[src/rtl/trc_pkg.sv]
// Package: register map, field layout and carrier types for tap/rate config
package trc_pkg;
    // ----------------------------------------------------------------
    // Register map
    // ----------------------------------------------------------------
    localparam logic [7:0] ADDR_STATUS = 8'h03;
    localparam logic [7:0] ADDR_RATE = 8'h08;
    localparam logic [7:0] ADDR_TAPCTL = 8'h09;
    localparam logic [7:0] ADDR_AXIS_X = 8'h0a;
    localparam logic [7:0] ADDR_AXIS_Z = 8'h0c;
    localparam logic [7:0] RESET_BYTE = 8'h00;
    // ----------------------------------------------------------------
    // Field positions
    // ----------------------------------------------------------------
    localparam int RATE_LSB = 0;
    localparam int SWAP_LSB = 4;
    localparam int LATCH_BIT = 7;
    localparam int BANK_BIT = 6;
    localparam int MASTER_BIT = 7;
    localparam int QUIET_LSB = 4;
    // ----------------------------------------------------------------
    // Rate codes and step in quarter-hertz units
    // ----------------------------------------------------------------
    localparam logic [3:0] RATE_HALVE_LAST = 4'h7;
    localparam logic [3:0] RATE_FAST_FIRST = 4'h8;
    localparam logic [3:0] RATE_FAST_LAST = 4'ha;
    localparam logic [10:0] QHZ_AT_32HZ = 11'h080;
    localparam logic [10:0] QHZ_AT_64HZ = 11'h100;
    localparam int QUARTERS_PER_HZ = 4;
    localparam int CLK_HZ_DEFAULT = 250_000_000;
    localparam logic [3:0] RUN_MAX = 4'hf;
    // ----------------------------------------------------------------
    // Carrier types
    // ----------------------------------------------------------------
    typedef struct packed {
        logic neg;
        logic [7:0] mag;
    } trc_axis_t;
    typedef struct packed {
        logic wr;
        logic rd;
        logic [7:0] addr;
        logic [7:0] wdata;
    } trc_req_t;
endpackage : trc_pkg

[src/rtl/trc_tap_rate_config.sv]
// Module: tap and sample rate configuration with per-axis tap qualifier
// Notes on behaviour
// - Sample tick rate comes from the rate field of the rate register.
// - Codes 0-7 give 32..0.25 Hz, 8-10 give 64..256 Hz; 11-15 reserved.
// - Polarity-swap bit per axis reports positive taps as negative, and back.
// - Latch bit clear: every enabled tap is recorded and accumulates.
// - Latch bit set: first tap held, others ignored until status read.
// - Six enables gate positive/negative taps per axis, bits 0 to 5.
// - Master enable clear disables all tap detection.
// - Bank bit clear: 0x0a-0x0c reach duration and quiet settings.
// - Bank bit set: 0x0a-0x0c reach threshold settings.
// - Events over threshold longer than duration samples are rejected if duration is below 15.
// - After a tap, quiet samples are ignored, then detection rearms.
// - Unsigned threshold is the minimum magnitude for a tap.
`timescale 1ns/1ns
`default_nettype none
module trc_tap_rate_config #(
    parameter int CLK_HZ = trc_pkg::CLK_HZ_DEFAULT
) (
    input wire logic mclk,
    input wire logic rst,
    input wire trc_pkg::trc_req_t req,
    input wire trc_pkg::trc_axis_t [2:0] accel,
    output logic [7:0] reg_rdata,
    output logic sample_tick,
    output logic [3:0] output_sample_frequency,
    output logic [5:0] tap_flags
);
    import trc_pkg::*;

    // ----------------------------------------------------------------
    // Helpers
    // ----------------------------------------------------------------
    function automatic logic is_axis_addr(input logic [7:0] a);
        is_axis_addr = (a >= ADDR_AXIS_X) && (a <= ADDR_AXIS_Z);
    endfunction : is_axis_addr

    function automatic logic [1:0] axis_of(input logic [7:0] a);
        logic [7:0] d;
        d = a - ADDR_AXIS_X;
        axis_of = d[1:0];
    endfunction : axis_of

    // ----------------------------------------------------------------
    // Configuration registers
    // ----------------------------------------------------------------
    logic [7:0] rate_cfg_r;
    logic [7:0] tap_ctl_r;
    logic [7:0] dur_quiet_r [3];
    logic [7:0] thresh_r [3];
    logic [5:0] tap_flags_r;

    always_ff @(posedge mclk) begin
        if (rst) begin
            rate_cfg_r <= RESET_BYTE;
            tap_ctl_r <= RESET_BYTE;
        end else if (req.wr) begin
            if (req.addr == ADDR_RATE) begin
                rate_cfg_r <= req.wdata;
            end else if (req.addr == ADDR_TAPCTL) begin
                tap_ctl_r <= req.wdata;
            end
        end
    end

    genvar g;
    generate
        for (g = 0; g < 3; g++) begin : g_bank
            always_ff @(posedge mclk) begin
                if (rst) begin
                    dur_quiet_r[g] <= RESET_BYTE;
                    thresh_r[g] <= RESET_BYTE;
                end else if (req.wr && is_axis_addr(req.addr)
                             && axis_of(req.addr) == 2'(g)) begin
                    if (tap_ctl_r[BANK_BIT]) begin
                        thresh_r[g] <= req.wdata;
                    end else begin
                        dur_quiet_r[g] <= req.wdata;
                    end
                end
            end
        end
    endgenerate

    // ----------------------------------------------------------------
    // Read port
    // ----------------------------------------------------------------
    always_ff @(posedge mclk) begin
        if (rst) begin
            reg_rdata <= RESET_BYTE;
        end else if (req.rd) begin
            if (req.addr == ADDR_STATUS) begin
                reg_rdata <= {2'h0, tap_flags_r};
            end else if (req.addr == ADDR_RATE) begin
                reg_rdata <= rate_cfg_r;
            end else if (req.addr == ADDR_TAPCTL) begin
                reg_rdata <= tap_ctl_r;
            end else if (is_axis_addr(req.addr)) begin
                reg_rdata <= tap_ctl_r[BANK_BIT]
                    ? thresh_r[axis_of(req.addr)]
                    : dur_quiet_r[axis_of(req.addr)];
            end else begin
                reg_rdata <= RESET_BYTE;
            end
        end
    end

    // ----------------------------------------------------------------
    // Sample rate generator
    // ----------------------------------------------------------------
    // Phase accumulator in quarter-hertz steps: exact for every code,
    // no rounding drift even at 0.25 Hz.
    localparam logic [31:0] ACC_WRAP = 32'(CLK_HZ * QUARTERS_PER_HZ);
    logic [3:0] rate_code;
    logic [10:0] step_qhz;
    logic [31:0] phase_r;
    logic [32:0] phase_sum;

    assign rate_code = rate_cfg_r[RATE_LSB +: 4];

    always_comb begin
        step_qhz = 11'h000;
        if (rate_code <= RATE_HALVE_LAST) begin
            step_qhz = QHZ_AT_32HZ >> rate_code;
        end else if (rate_code <= RATE_FAST_LAST) begin
            step_qhz = QHZ_AT_64HZ << (rate_code - RATE_FAST_FIRST);
        end
    end

    assign phase_sum = {1'b0, phase_r} + {22'h0, step_qhz};

    always_ff @(posedge mclk) begin
        if (rst) begin
            phase_r <= 32'h0;
            sample_tick <= 1'b0;
        end else if (phase_sum >= {1'b0, ACC_WRAP}) begin
            phase_r <= 32'(phase_sum - {1'b0, ACC_WRAP});
            sample_tick <= 1'b1;
        end else begin
            phase_r <= phase_sum[31:0];
            sample_tick <= 1'b0;
        end
    end

    always_ff @(posedge mclk) begin
        if (rst) begin
            output_sample_frequency <= 4'h0;
        end else begin
            output_sample_frequency <= rate_code;
        end
    end

    // ----------------------------------------------------------------
    // Per-axis tap qualifier, stepped once per sample tick
    // ----------------------------------------------------------------
    logic [5:0] hit;

    generate
        for (g = 0; g < 3; g++) begin : g_axis
            logic [3:0] run_r;
            logic [3:0] quiet_r;
            logic neg_r;
            logic over;
            assign over = accel[g].mag >= thresh_r[g];

            always_ff @(posedge mclk) begin
                if (rst) begin
                    run_r <= 4'h0;
                    quiet_r <= 4'h0;
                    neg_r <= 1'b0;
                    hit[2*g +: 2] <= 2'b00;
                end else begin
                    hit[2*g +: 2] <= 2'b00;
                    if (sample_tick) begin
                        if (quiet_r != 4'h0) begin
                            quiet_r <= quiet_r - 4'h1;
                            run_r <= 4'h0;
                        end else if (over) begin
                            run_r <= (run_r == RUN_MAX) ? RUN_MAX
                                                        : run_r + 4'h1;
                            neg_r <= accel[g].neg;
                        end else begin
                            run_r <= 4'h0;
                            // Too-long events count only at duration 15, where run_r saturates
                            if (run_r != 4'h0
                                && run_r <= dur_quiet_r[g][3:0]) begin
                                quiet_r <= dur_quiet_r[g][QUIET_LSB +: 4];
                                if (neg_r ^ rate_cfg_r[SWAP_LSB + g]) begin
                                    hit[2*g +: 2] <= 2'b10;
                                end else begin
                                    hit[2*g +: 2] <= 2'b01;
                                end
                            end
                        end
                    end
                end
            end
        end
    endgenerate

    // ----------------------------------------------------------------
    // Tap flags: set wins over read-clear
    // ----------------------------------------------------------------
    logic [5:0] accepted;
    logic status_read;
    logic held;

    assign status_read = req.rd && (req.addr == ADDR_STATUS);
    assign held = rate_cfg_r[LATCH_BIT] && (tap_flags_r != 6'h0)
                  && !status_read;
    assign accepted = (held || !tap_ctl_r[MASTER_BIT]) ? 6'h0
                      : (hit & tap_ctl_r[5:0]);

    always_ff @(posedge mclk) begin
        if (rst) begin
            tap_flags_r <= 6'h0;
        end else if (status_read) begin
            tap_flags_r <= accepted;
        end else begin
            tap_flags_r <= tap_flags_r | accepted;
        end
    end

    assign tap_flags = tap_flags_r;
endmodule : trc_tap_rate_config
`default_nettype wire

[config.mk]
export PLATFORM = sky130hd
export DESIGN_NAME = trc_tap_rate_config
export DESIGN_NICKNAME = d
export VERILOG_FILES = /design/src/rtl/trc_pkg.sv /design/src/rtl/trc_tap_rate_config.sv
export SDC_FILE = /design/constraint.sdc
export NUM_CORES = 1
export LEC_CHECK = 0
export ABC_CLOCK_PERIOD_IN_PS = 12080
export BUFFER_PORTS_ARGS = -buffer_cell sky130_fd_sc_hd__buf_2
export CORE_MARGIN = 2
export CORE_UTILIZATION = 67
export CTS_BUF_LIST = sky130_fd_sc_hd__clkbuf_2
export DETAILED_ROUTE_END_ITERATION = 10
export PLACE_DENSITY = 0.95
export SYNTH_ARGS = -nofsm -noshare
export SYNTH_HDL_FRONTEND = slang
export SYNTH_SLANG_ARGS = --single-unit
[constraint.sdc]
create_clock -name mclk -period 12.08 [get_ports mclk]
set_input_delay 0.604 -clock mclk [delete_from_list [all_inputs] [get_ports mclk]]
set_output_delay 0.604 -clock mclk [all_outputs]
set_load 0.01 [all_outputs]
**Yosys cells after proc, flatten, opt, wreduce, memory -nomap -nowiden**

Memory sizes are Yosys's and may differ from the RTL's.
Index checks and enable logic that the tools add are counted.

- Flip-flop bits (word level): 100
- Bits in writable memories: 48
- Bits of input ports: 47
- Memories: 2

Memories:

| memory | depth | width | read ports | clocked after Yosys merged registers in | wr ports | RTL line | text |
|---|---|---|---|---|---|---|---|
| dur_quiet_r | 3 | 8 | 4 | 0 | 3 | trc_tap_rate_config.sv:49 | `logic [7:0] dur_quiet_r [3];` |
| thresh_r | 3 | 8 | 4 | 0 | 3 | trc_tap_rate_config.sv:50 | `logic [7:0] thresh_r [3];` |

- Add/sub/neg operators: 10
- Order comparisons: 11
- Equal/unequal tests: 11
- Shift-type cells: 2
- Mux-type cells: 60
- Bitwise gates (word level): 19
- Reductions and logical operators: 36

Operator list:

| cell | number |
|---|---|
| two-way mux 8 bit | 11 |
| two-way mux 4 bit | 18 |
| adder 32 x 11 -> 33 bit | 1 |
| greater-or-equal comparator 33 x 30 -> 1 bit, second input constant | 1 |
| two-way mux 32 bit | 1 |
| subtractor 32 x 30 -> 32 bit, second input constant | 1 |
| greater-or-equal comparator 8 bit | 3 |
| nonzero test 4 bit | 6 |
| two-way mux 1 bit | 23 |
| two-way mux 11 bit | 2 |
| AND reduction 3 bit | 7 |
| == test 8 x 4 -> 1 bit, second input constant | 2 |
| OR reduction 5 bit | 3 |
| adder 4 x 1 -> 4 bit, second input constant | 3 |
| == test 4 bit, second input constant | 3 |
| <= comparator 4 bit | 3 |
| two-way mux 6 bit | 2 |
| subtractor 4 x 1 -> 4 bit, second input constant | 3 |
| logical AND 1 bit | 11 |
| left shift 9 x 4 -> 11 bit, first input constant | 1 |
| right shift 8 x 4 -> 11 bit, first input constant | 1 |
| == test 8 x 2 -> 1 bit, second input constant | 1 |
| greater-or-equal comparator 8 x 4 -> 1 bit, second input constant | 1 |
| <= comparator 8 x 4 -> 1 bit, second input constant | 1 |
| 19 further kinds | 40 |

**Longest topological paths before layout**

Gate-level depths: netlist of run 1.

- Word-level depth: 8
- Depth in mapped cells: 20
- Gate-level depth less buffers: 18

**Worst setup path after synthesis of run 1**

OpenSTA, ideal clock, no wires.

- Kind: register to register
- From: reg rate_cfg_r[2]
- To: reg phase_r[28]
- Setup time: 0.131 ns
- Arrival time: 3.926 ns
- Path slack: 8.023 ns
- Stages on the path, launching flop included: 18
- Period minus slack after synthesis: 4.057 ns
- Path through: dfxtp_1 -> clkbuf_1 -> nand2b_1 -> or2_2 -> fa_1 -> nor2b_1 -> o2111ai_2 -> nand3b_2 -> o211ai_2 -> xor2_2 -> nand3_1 -> or4_1 -> nor4b_2 -> o21ai_2 -> buf_6 -> a211oi_2 -> mux2i_1 -> o311ai_1

- Longest elaborated chain between the ends: 7
- Elaborated cells on any way between the ends: 11

Ends and longest elaborated chain:

| what | RTL line | text |
|---|---|---|
| start, declared | trc_tap_rate_config.sv:47 | `logic [7:0] rate_cfg_r;` |
| start signal, assigned | trc_tap_rate_config.sv:59 | `rate_cfg_r <= req.wdata;` |
| subtractor 4 bit | trc_tap_rate_config.sv:126 | `step_qhz = QHZ_AT_64HZ << (rate_code - RATE_FAST_FIRST);` |
| left shift 9 x 4 -> 11 bit | trc_tap_rate_config.sv:126 |  |
| two-way mux 11 bit | trc_tap_rate_config.sv:125 | `end else if (rate_code <= RATE_FAST_LAST) begin` |
| two-way mux 11 bit * | trc_tap_rate_config.sv:123 | `if (rate_code <= RATE_HALVE_LAST) begin` |
| adder 32 x 11 -> 33 bit * | trc_tap_rate_config.sv:130 | `assign phase_sum = {1'b0, phase_r} + {22'h0, step_qhz};` |
| subtractor 32 x 30 -> 32 bit / greater-or-equal comparator 33 x 30 -> 1 bit (equally long branches) | trc_tap_rate_config.sv:137, trc_tap_rate_config.sv:136 |  |
| two-way mux 32 bit * | trc_tap_rate_config.sv:136 | `end else if (phase_sum >= {1'b0, ACC_WRAP}) begin` |
| end signal, assigned | trc_tap_rate_config.sv:137 | `phase_r <= 32'(phase_sum - {1'b0, ACC_WRAP});` |
| end signal, assigned | trc_tap_rate_config.sv:140 | `phase_r <= phase_sum[31:0];` |
| end, declared | trc_tap_rate_config.sv:116 | `logic [31:0] phase_r;` |

Every way passes the cells marked *; elsewhere a longest branch is shown, timed or not.
A chain may end at the register's enable or synchronous reset.

**Worst setup path after layout of run 1**

- From: reg rate_cfg_r[2]
- To: reg phase_r[30]

The elaborated chain is that of the path after synthesis.

==> results of run 1 <==
[per-layer routing]
layer | part of all wire | wire [µm]
met3 | 0.080 | 1770
met2 | 0.49 | 10780
met5 | 0 | 0
met1 | 0.40 | 8818
met4 | 0.037 | 831
[synthesized netlist by cell type (23+ instances only)]
cell	count	area [µm²]
mux2i_1	43	430.4
dfxtp_1	100	2002
o21ai_0	28	140.1
ha_1	57	713.2
and2_1	61	381.6
xnor2_1	24	210.2
a21oi_1	58	290.3
nand3_1	29	145.1
a21o_1	23	172.7
nand2_1	57	214.0
edfxtp_1	48	1441
clkbuf_1	31	116.4
nor2_1	130	488.0
inv_1	55	206.5
xor2_1	24	210.2
[worst paths after layout]
check / start / end / cells after the start
setup / recovery: rate_cfg_r[2] / phase_r[30] / 18
hold / removal: accel[8] / g_axis[0].neg_r / 3
setup reg to reg: rate_cfg_r[2] / phase_r[30] / 18
hold reg to reg: g_axis[1].quiet_r[3] / g_axis[1].quiet_r[3] / 1
[worst max-delay path: cells and delay by family (launching register included)]
family	cells	cell delay (ns)
fa+ha+maj	3	0.90
xor+xnor	1	0.35
simple gates	6	1.12
compound gates	7	1.95
flops	1	0.55
buf+inv	1	0.06
[cells by family after synthesis]
group	after synthesis
AOI/OAI and AO/OA	205
adders and majority gates	58
DFF	148
muxes	48
buffers and inverters	96
and+or+nand+nor	387
xor gates and xnor gates	49
[flip-flops by register name (all words and copies together) (netlist names), 6 cells and up]
name	count
tap_flags	6
thresh_r	24
tap_ctl_r	8
dur_quiet_r	24
g_axis.quiet_r	12
phase_r	32
reg_rdata	8
rate_cfg_r	8
hit	6
g_axis.run_r	12
[stage by stage]
step	hold WS (ns)	total power, mW
CTS	0.1089	1.081
finish	0.1268	1.086
global placement	0.4803	0.8050
floorplan	0.4626	0.7476
global route	0.07591	1.140
detailed placement	0.4905	0.8117
[area by class of cell]
| class | instances | area, µm² |
|---|---|---|
| diodes | 1 | 2.502 |
| clock buffers | 18 | 90.09 |
| clock inverters | 14 | 135.1 |
| fillers | 927 | 3573 |
| inverters | 56 | 210.2 |
| multi-input cells | 747 | 5115 |
| flip-flops and latches | 148 | 3443 |
| well taps | 176 | 220.2 |
| repair buffers | 68 | 347.8 |
[report_power, final]
group / internal, mW / leakage, nW / switching [mW] / total (mW)
Sequential: 0.540 / 1.28 / 0.0282 / 0.568
Combinational: 0.0951 / 2.41 / 0.148 / 0.243
Clock: 0.0666 / 0.144 / 0.208 / 0.274
==> results.txt, run 1 <==
GRT busiest layer -> met2
Fraction of the mapped netlist area in simple logic gates -> 0.2234
Final instance area -> 9564 µm²
Hold_buf cts -> 0
Initial antenna violation count -> 1
Slowest stage cell, crit path -> o21ai_2
DP Area -> 9331 µm²
Status -> finished clean
Final Hold Fails -> 0
Period utilization -> 0.4208
FMAX -> 0.1967 GHz
HP Class -> input port to flop
Die boundary height -> 119.5 µm
Met3 GRT Util -> 0.06082
Gate Count Post-Synth -> 991
M1 GR Usage -> 0.3859
PostCTS Resize Cnt -> 0
Mux share of post-synthesis cell area -> 0.05826
Complex-gate fraction of the synthesized area -> 0.1588
Setup CP Type -> flop to flop
Pleak -> 3.831 nW
Setup Total Neg Slack -> 0 ns
Post-CTS setup buffers -> 0
M2 GR Usage -> 0.5368
Largest family of logic cells by synthesized area -> simple AND/OR/NAND/NOR gates
First-pass DRT Iterations -> 7
Final setup violation count -> 0
Worst path required time -> 12.67 ns
IO Pins -> 66
Clock H-tree levels -> 4
Unique masters post-synth -> 78
# port buffers -> 65
Detail Route Antenna Nets -> 0
Cell Area, Synth -> 8934 µm²
Maximum number of pins on one net before global-route repair -> 93
Die Span X -> 119.5 µm
Iteration-0 DRC Markers -> 828
Worst Path Max Fanout -> 21
Layout Utilization -> 0.7280
TritonCTS clock tree -> done
Clk_skew -> 0.05296 ns
Max Root-Sink Buffers -> 2
Unrepaired setup endpoints after global routing -> no
Core Rows -> 42
Post-DP HPWL -> 15850 µm
GR Overflow Total -> 0
Critical path launch point type -> flop
Final net count -> 1143
Syn-to-layout area delta -> 7.059%
Clk_lat worst skew -> 0.76 ns
CP peak stage delay -> 0.83 ns
Fin. max-slew vios -> 0
Synth Area in XOR/XNOR -> 0.04888
Root Buffer -> clkbuf_2
Final setup margin -> 6.996 ns
# clock sinks -> 148
Measured slew at the worst slew-check pin -> 1.340 ns
Setup slack, reg-to-reg -> 7.00 ns
Count of flip-flops with a built-in enable after synthesis -> 48
Register area share after synthesis -> 0.3854
Synth warn -> 0
Adder-Cell Fraction of Synth Area -> 0.08207
Via count -> 7716
Initial cell density of the core -> 0.6800
Commonest non-fill, non-tap cell in the layout -> nor2_1
Critical path, cell by cell -> nand2b_1 -> nor2_1 -> ha_1 -> inv_1 -> fa_1 -> nor2b_1 -> o2111ai_2 -> nand4_1 -> o211ai_1 -> xor2_1 -> ha_1 -> o2111ai_1 -> a211o_1 -> a31o_2 -> o21ai_2 -> nand2_1 -> or3b_1 -> a21oi_1
Arr. time, crit path -> 5.68 ns
Worst rel slew slack -> 0.09850
Vias in the first global route -> 7350
CP dominant cell by count -> ha_1
Post-Route WL -> 22200 µm
Number of buffers created by CTS -> 17
Syn_nets -> 1096
Via density -> 6.283
Share of cells above drive strength 1 -> 0.1313
Post-synth top flop -> dfxtp_1
Global-route wire length before repair -> 35670 µm
Mapped Avg Cell Area -> 9.015 µm²
Peak VDD IR -> 0.09249 mV
Final Wtd Congestion -> 0.9569
CP endpoint kind -> flop
FFs w/ async S/R, synth -> 0
DR WL/cell -> 18.08 µm
Clock-pin slew on the worst setup and hold paths -> 0.25 ns
Inst Count DP -> 1195
Minimum clock period -> 5.084 ns
Max Cap Violations -> 0
Remaining DRCs -> 0
DP Worst Slack -> 7.188 ns
#FFs+latches synth -> 148
Most frequent cells in the layout -> nor2_1 (130), dfxtp_1 (100), buf_2 (65), and2_1 (61), a21oi_1 (58)
Die area -> 14270 µm²
PwrDens -> 113.5 nW/µm²
Post-route insts no fill -> 1228
Core area -> 13140 µm²
GRT Overall Usage -> 0.3160
No activity file was read; power rests on OpenSTA's default activity.
==> inputs of run 2 (changes only) <==
ABC_AREA = 1   (was not set)
ABC_CLOCK_PERIOD_IN_PS = 4600   (was 12080)
CORE_UTILIZATION = 57   (was 67)
PLACE_DENSITY = 0.89   (was 0.95)
clock period = 4.6 ns   (was 12.08 ns; I/O delays follow)
==> run 2 against run 1 <==
Synthesized cell count grew 43%. Core utilization shrank 8.6 points. Setup slack lost 6.3 ns. Sequential power grew to 2.5 times the previous value. Sequential share of layout area shrank 3.7 points. Via count grew 30%. Power grew 150%. Critical path type unchanged. Die area grew 26%. Critical endpoint is now phase_r[10]. Design area grew 11%. Hold slack lost 0.041 ns. Largest cell class unchanged. Routed wire length grew 24%.
==> results.txt, run 2 <==
Final setup violation count -> 0 (unchanged)
Max reg flops -> 32 (unchanged)
Gate Count Post-Synth -> 1420 (+43%)
Core area -> 16580 µm² (+26%)
Via count -> 10023 (+30%)
GR Overflow Total -> 0 (unchanged)
Remaining DRCs -> 0 (unchanged)
Fill count -> 1475 (+59%)
Power Total -> 2.692 mW (+150%)
Count of flip-flops with a built-in enable after synthesis -> 48 (unchanged)
# clock sinks -> 148 (unchanged)
Post-synth top flop -> dfxtp_1
Reg area -> 3443 µm² (unchanged)
Hold path cells -> 4 (+1)
Commonest non-fill, non-tap cell in the layout -> nand2_1
Core Rows -> 47 (+12%)
PwrDens -> 252.7 nW/µm² (+120%)
Minimum clock period -> 3.933 ns (-1.151 ns)
Setup Total Neg Slack -> 0 ns (unchanged)
Critical path, cell by cell -> inv_1 -> nand2_1 -> nor2_1 -> ha_1 -> nand2_2 -> inv_1 -> nand2_1 -> nand2_1 -> inv_2 -> nand3_2 -> xor2_1 -> inv_1 -> ha_1 -> inv_1 -> nand2_1 -> nand2_1 -> nand4_1 -> nand3_1 -> nand3_2 -> nand3_4 -> inv_1 -> a21oi_1
Post-Route WL -> 27640 µm (+24%)
Post-DP HPWL -> 20720 µm (+31%)
Most frequent cells in the layout -> nand2_1 (370), nor2_1 (207), inv_1 (185), nand3_1 (111)
Die Span X -> 134.1 µm (+12%)
Final net count -> 1608 (+41%)
Slowest stage cell, crit path -> xor2_1
Final instance area -> 10650 µm² (+11%)
DR WL/cell -> 15.91 µm (-12%)
IO Pins -> 66 (unchanged)
Pleak -> 4.868 nW (+27%)
Syn-to-layout area delta -> 10.41%
Register area share after synthesis -> 0.3569 (-0.02854)
# port buffers -> 65 (unchanged)
Hold_buf cts -> 22 (+22)
Status -> finished clean
Max Cap Violations -> 0 (unchanged)
Measured slew at the worst slew-check pin -> 1.041 ns (-0.2991 ns)
Mapped Avg Cell Area -> 6.794 µm² (-25%)
Cell Area, Synth -> 9648 µm² (+8.0%)
Cell count along the critical path -> 22 (+4)
Root Buffer -> clkbuf_2
HP Class -> input port to flop
Synth warn -> 0 (unchanged)
Critical path launch point type -> flop
CP peak stage delay -> 0.46 ns (-0.37 ns)
FMAX -> 0.2543 GHz (+29%)
Cell taking the most area after synthesis -> dfxtp_1
DP Area -> 10140 µm² (+8.7%)
Vias in the first global route -> 9378 (+28%)
Syn_nets -> 1525 (+39%)
Unrepaired setup endpoints after global routing -> no
Initial cell density of the core -> 0.5818 (-0.09821)
Via density -> 5.770 (-8.2%)
Multi-input logic area -> 5319 µm² (+4.0%)
CP endpoint kind -> flop
FFs w/ async S/R, synth -> 0 (unchanged)
Share of cells above drive strength 1 -> 0.09763 (-0.03368)
Final Hold Fails -> 0 (unchanged)
Peak VDD IR -> 0.1803 mV (+95%)
Crit path max-delay family -> simple AND/OR/NAND/NOR gates
First-pass DRT Iterations -> 9 (+2)
Most frequent cell after synthesis -> nand2_1
Most flops, register -> phase_r
Synth top area share -> 0.2075 (-0.01659)
Setup CP Type -> flop to flop
TritonCTS clock tree -> done
Clock-pin slew on the worst setup and hold paths -> 0.22 ns (-0.03 ns)
Post-CTS setup buffers -> 0 (unchanged)
Global-route wire length before repair -> 44680 µm (+25%)
Arr. time, crit path -> 4.64 ns (-1.04 ns)
GRT Overall Usage -> 0.3135 (-0.002520)
Commonest cells in the netlist -> nand2_1 (370), nor2_1 (207), inv_1 (185)
Buffers & Inverters on Critical Path -> 6 (+5)
#FFs+latches synth -> 148 (unchanged)
Die area -> 17980 µm² (+26%)
Clk_skew -> 0.05124 ns (-0.001717 ns)
Max Root-Sink Buffers -> 2 (unchanged)
Fin. max-slew vios -> 0 (unchanged)
Detail Route Antenna Nets -> 0 (unchanged)
Synth area leaders -> dfxtp_1 (21%), edfxtp_1 (15%), nand2_1 (14%), nor2_1 (8.1%), ha_1 (7.4%)
Final Wtd Congestion -> 0.9897 (+3.4%)
Iteration-0 DRC Markers -> 1052 (+27%)
Top Registers -> phase_r: 32 flops, dur_quiet_r: 24 flops, thresh_r: 24 flops
Initial antenna violation count -> 1 (unchanged)
Unique masters post-synth -> 52 (-33%)
Number of buffers created by CTS -> 17 (unchanged)
Maximum number of pins on one net before global-route repair -> 57 (-39%)
Period utilization -> 0.8550 (+0.4341)
PostCTS Resize Cnt -> 0 (unchanged)
Register-to-Register Path Depth -> 22 (+4)
Worst Path Max Fanout -> 41 (+95%)
Die boundary height -> 134.1 µm (+12%)
Worst rel slew slack -> 0.2971 (+0.1985)
Clk_lat worst skew -> 0.80 ns (+0.04 ns)
Clock H-tree levels -> 4 (unchanged)
Worst path required time -> 5.31 ns (-7.36 ns)
-- run 2: path summary, 6_finish.rpt --
| kind | slack, ns | start | to |
|---|---|---|---|
| worst max-delay path | 0.67 | rate_cfg_r[3] | phase_r[10] |
| worst min-delay path | 0.09 | req[17] | rate_cfg_r[6] |
| worst max register to register | 0.67 | rate_cfg_r[3] | phase_r[10] |
| worst min register to register | 0.47 | hit[5] | tap_flags[5] |
-- run 2: through the flow --
stage / std cells / hold slack (ns) / setup slack [ns] / utilization
final: 1737 / 0.08550 / 0.6671 / 0.6424
after global routing: 1737 / 0.05584 / 0.2175 / 0.6424
after CTS: 1736 / 0.05816 / 0.7589 / 0.6422
after detailed placement: 1682 / 0.4623 / 0.8015 / 0.6114
after global placement: 1682 / 0.4576 / 0.8226 / 0.6114
after floorplan: 1420 / 0.3790 / 1.645 / -
-- run 2: per-layer routing --
layer / share of wire / vias to the layer above / track usage
met2: 0.48 / 511 / 0.5348
met4: 0.050 / 0 / 0.1515
met3: 0.085 / 125 / 0.06311
met1: 0.39 / 4566 / 0.3798
met5: 0 / - / 0
li1: - / 4821 / -
-- run 2: cell families after synthesis --
kind of cell    after synthesis  synth area share
fa+ha+maj                    58           0.07599
buf+inv                     227           0.09181
flops                       148            0.3569
compound gates              202            0.1184
simple gates                770            0.3413
xor+xnor                     15           0.01556
-- run 2: final cells by class --
type | instances | share of cell area
Sequential cell | 148 | 0.3232
Tap cell | 220 | 0.02584
Clock buffer | 18 | 0.008457
Multi-Input combinational cell | 1045 | 0.4993
Antenna cell | 1 | 0.0002349
Timing Repair Buffer | 90 | 0.05332
Clock inverter | 14 | 0.01879
Inverter | 201 | 0.07082
-- run 2: worst reg2reg max path, cell delays in order, from the launching register on --
cell and delay [ns]:
dfxtp_1 0.42, inv_1 0.11, nand2_1 0.14, nor2_1 0.07, ha_1 0.38, nand2_2 0.12
inv_1 0.07, nand2_1 0.05, nand2_1 0.13, inv_2 0.05, nand3_2 0.09, xor2_1 0.46
inv_1 0.13, ha_1 0.23, inv_1 0.09, nand2_1 0.09, nand2_1 0.09, nand4_1 0.09
nand3_1 0.20, nand3_2 0.17, nand3_4 0.38, inv_1 0.14, a21oi_1 0.19
-- run 2: power by group --
part	internal (mW)	leakage [nW]	total [mW]	switching, mW
clock	0.371	0.176	0.896	0.525
sequential	1.38	1.30	1.42	0.0374
combinational	0.120	3.39	0.375	0.254
total	1.88	4.87	2.69	0.817
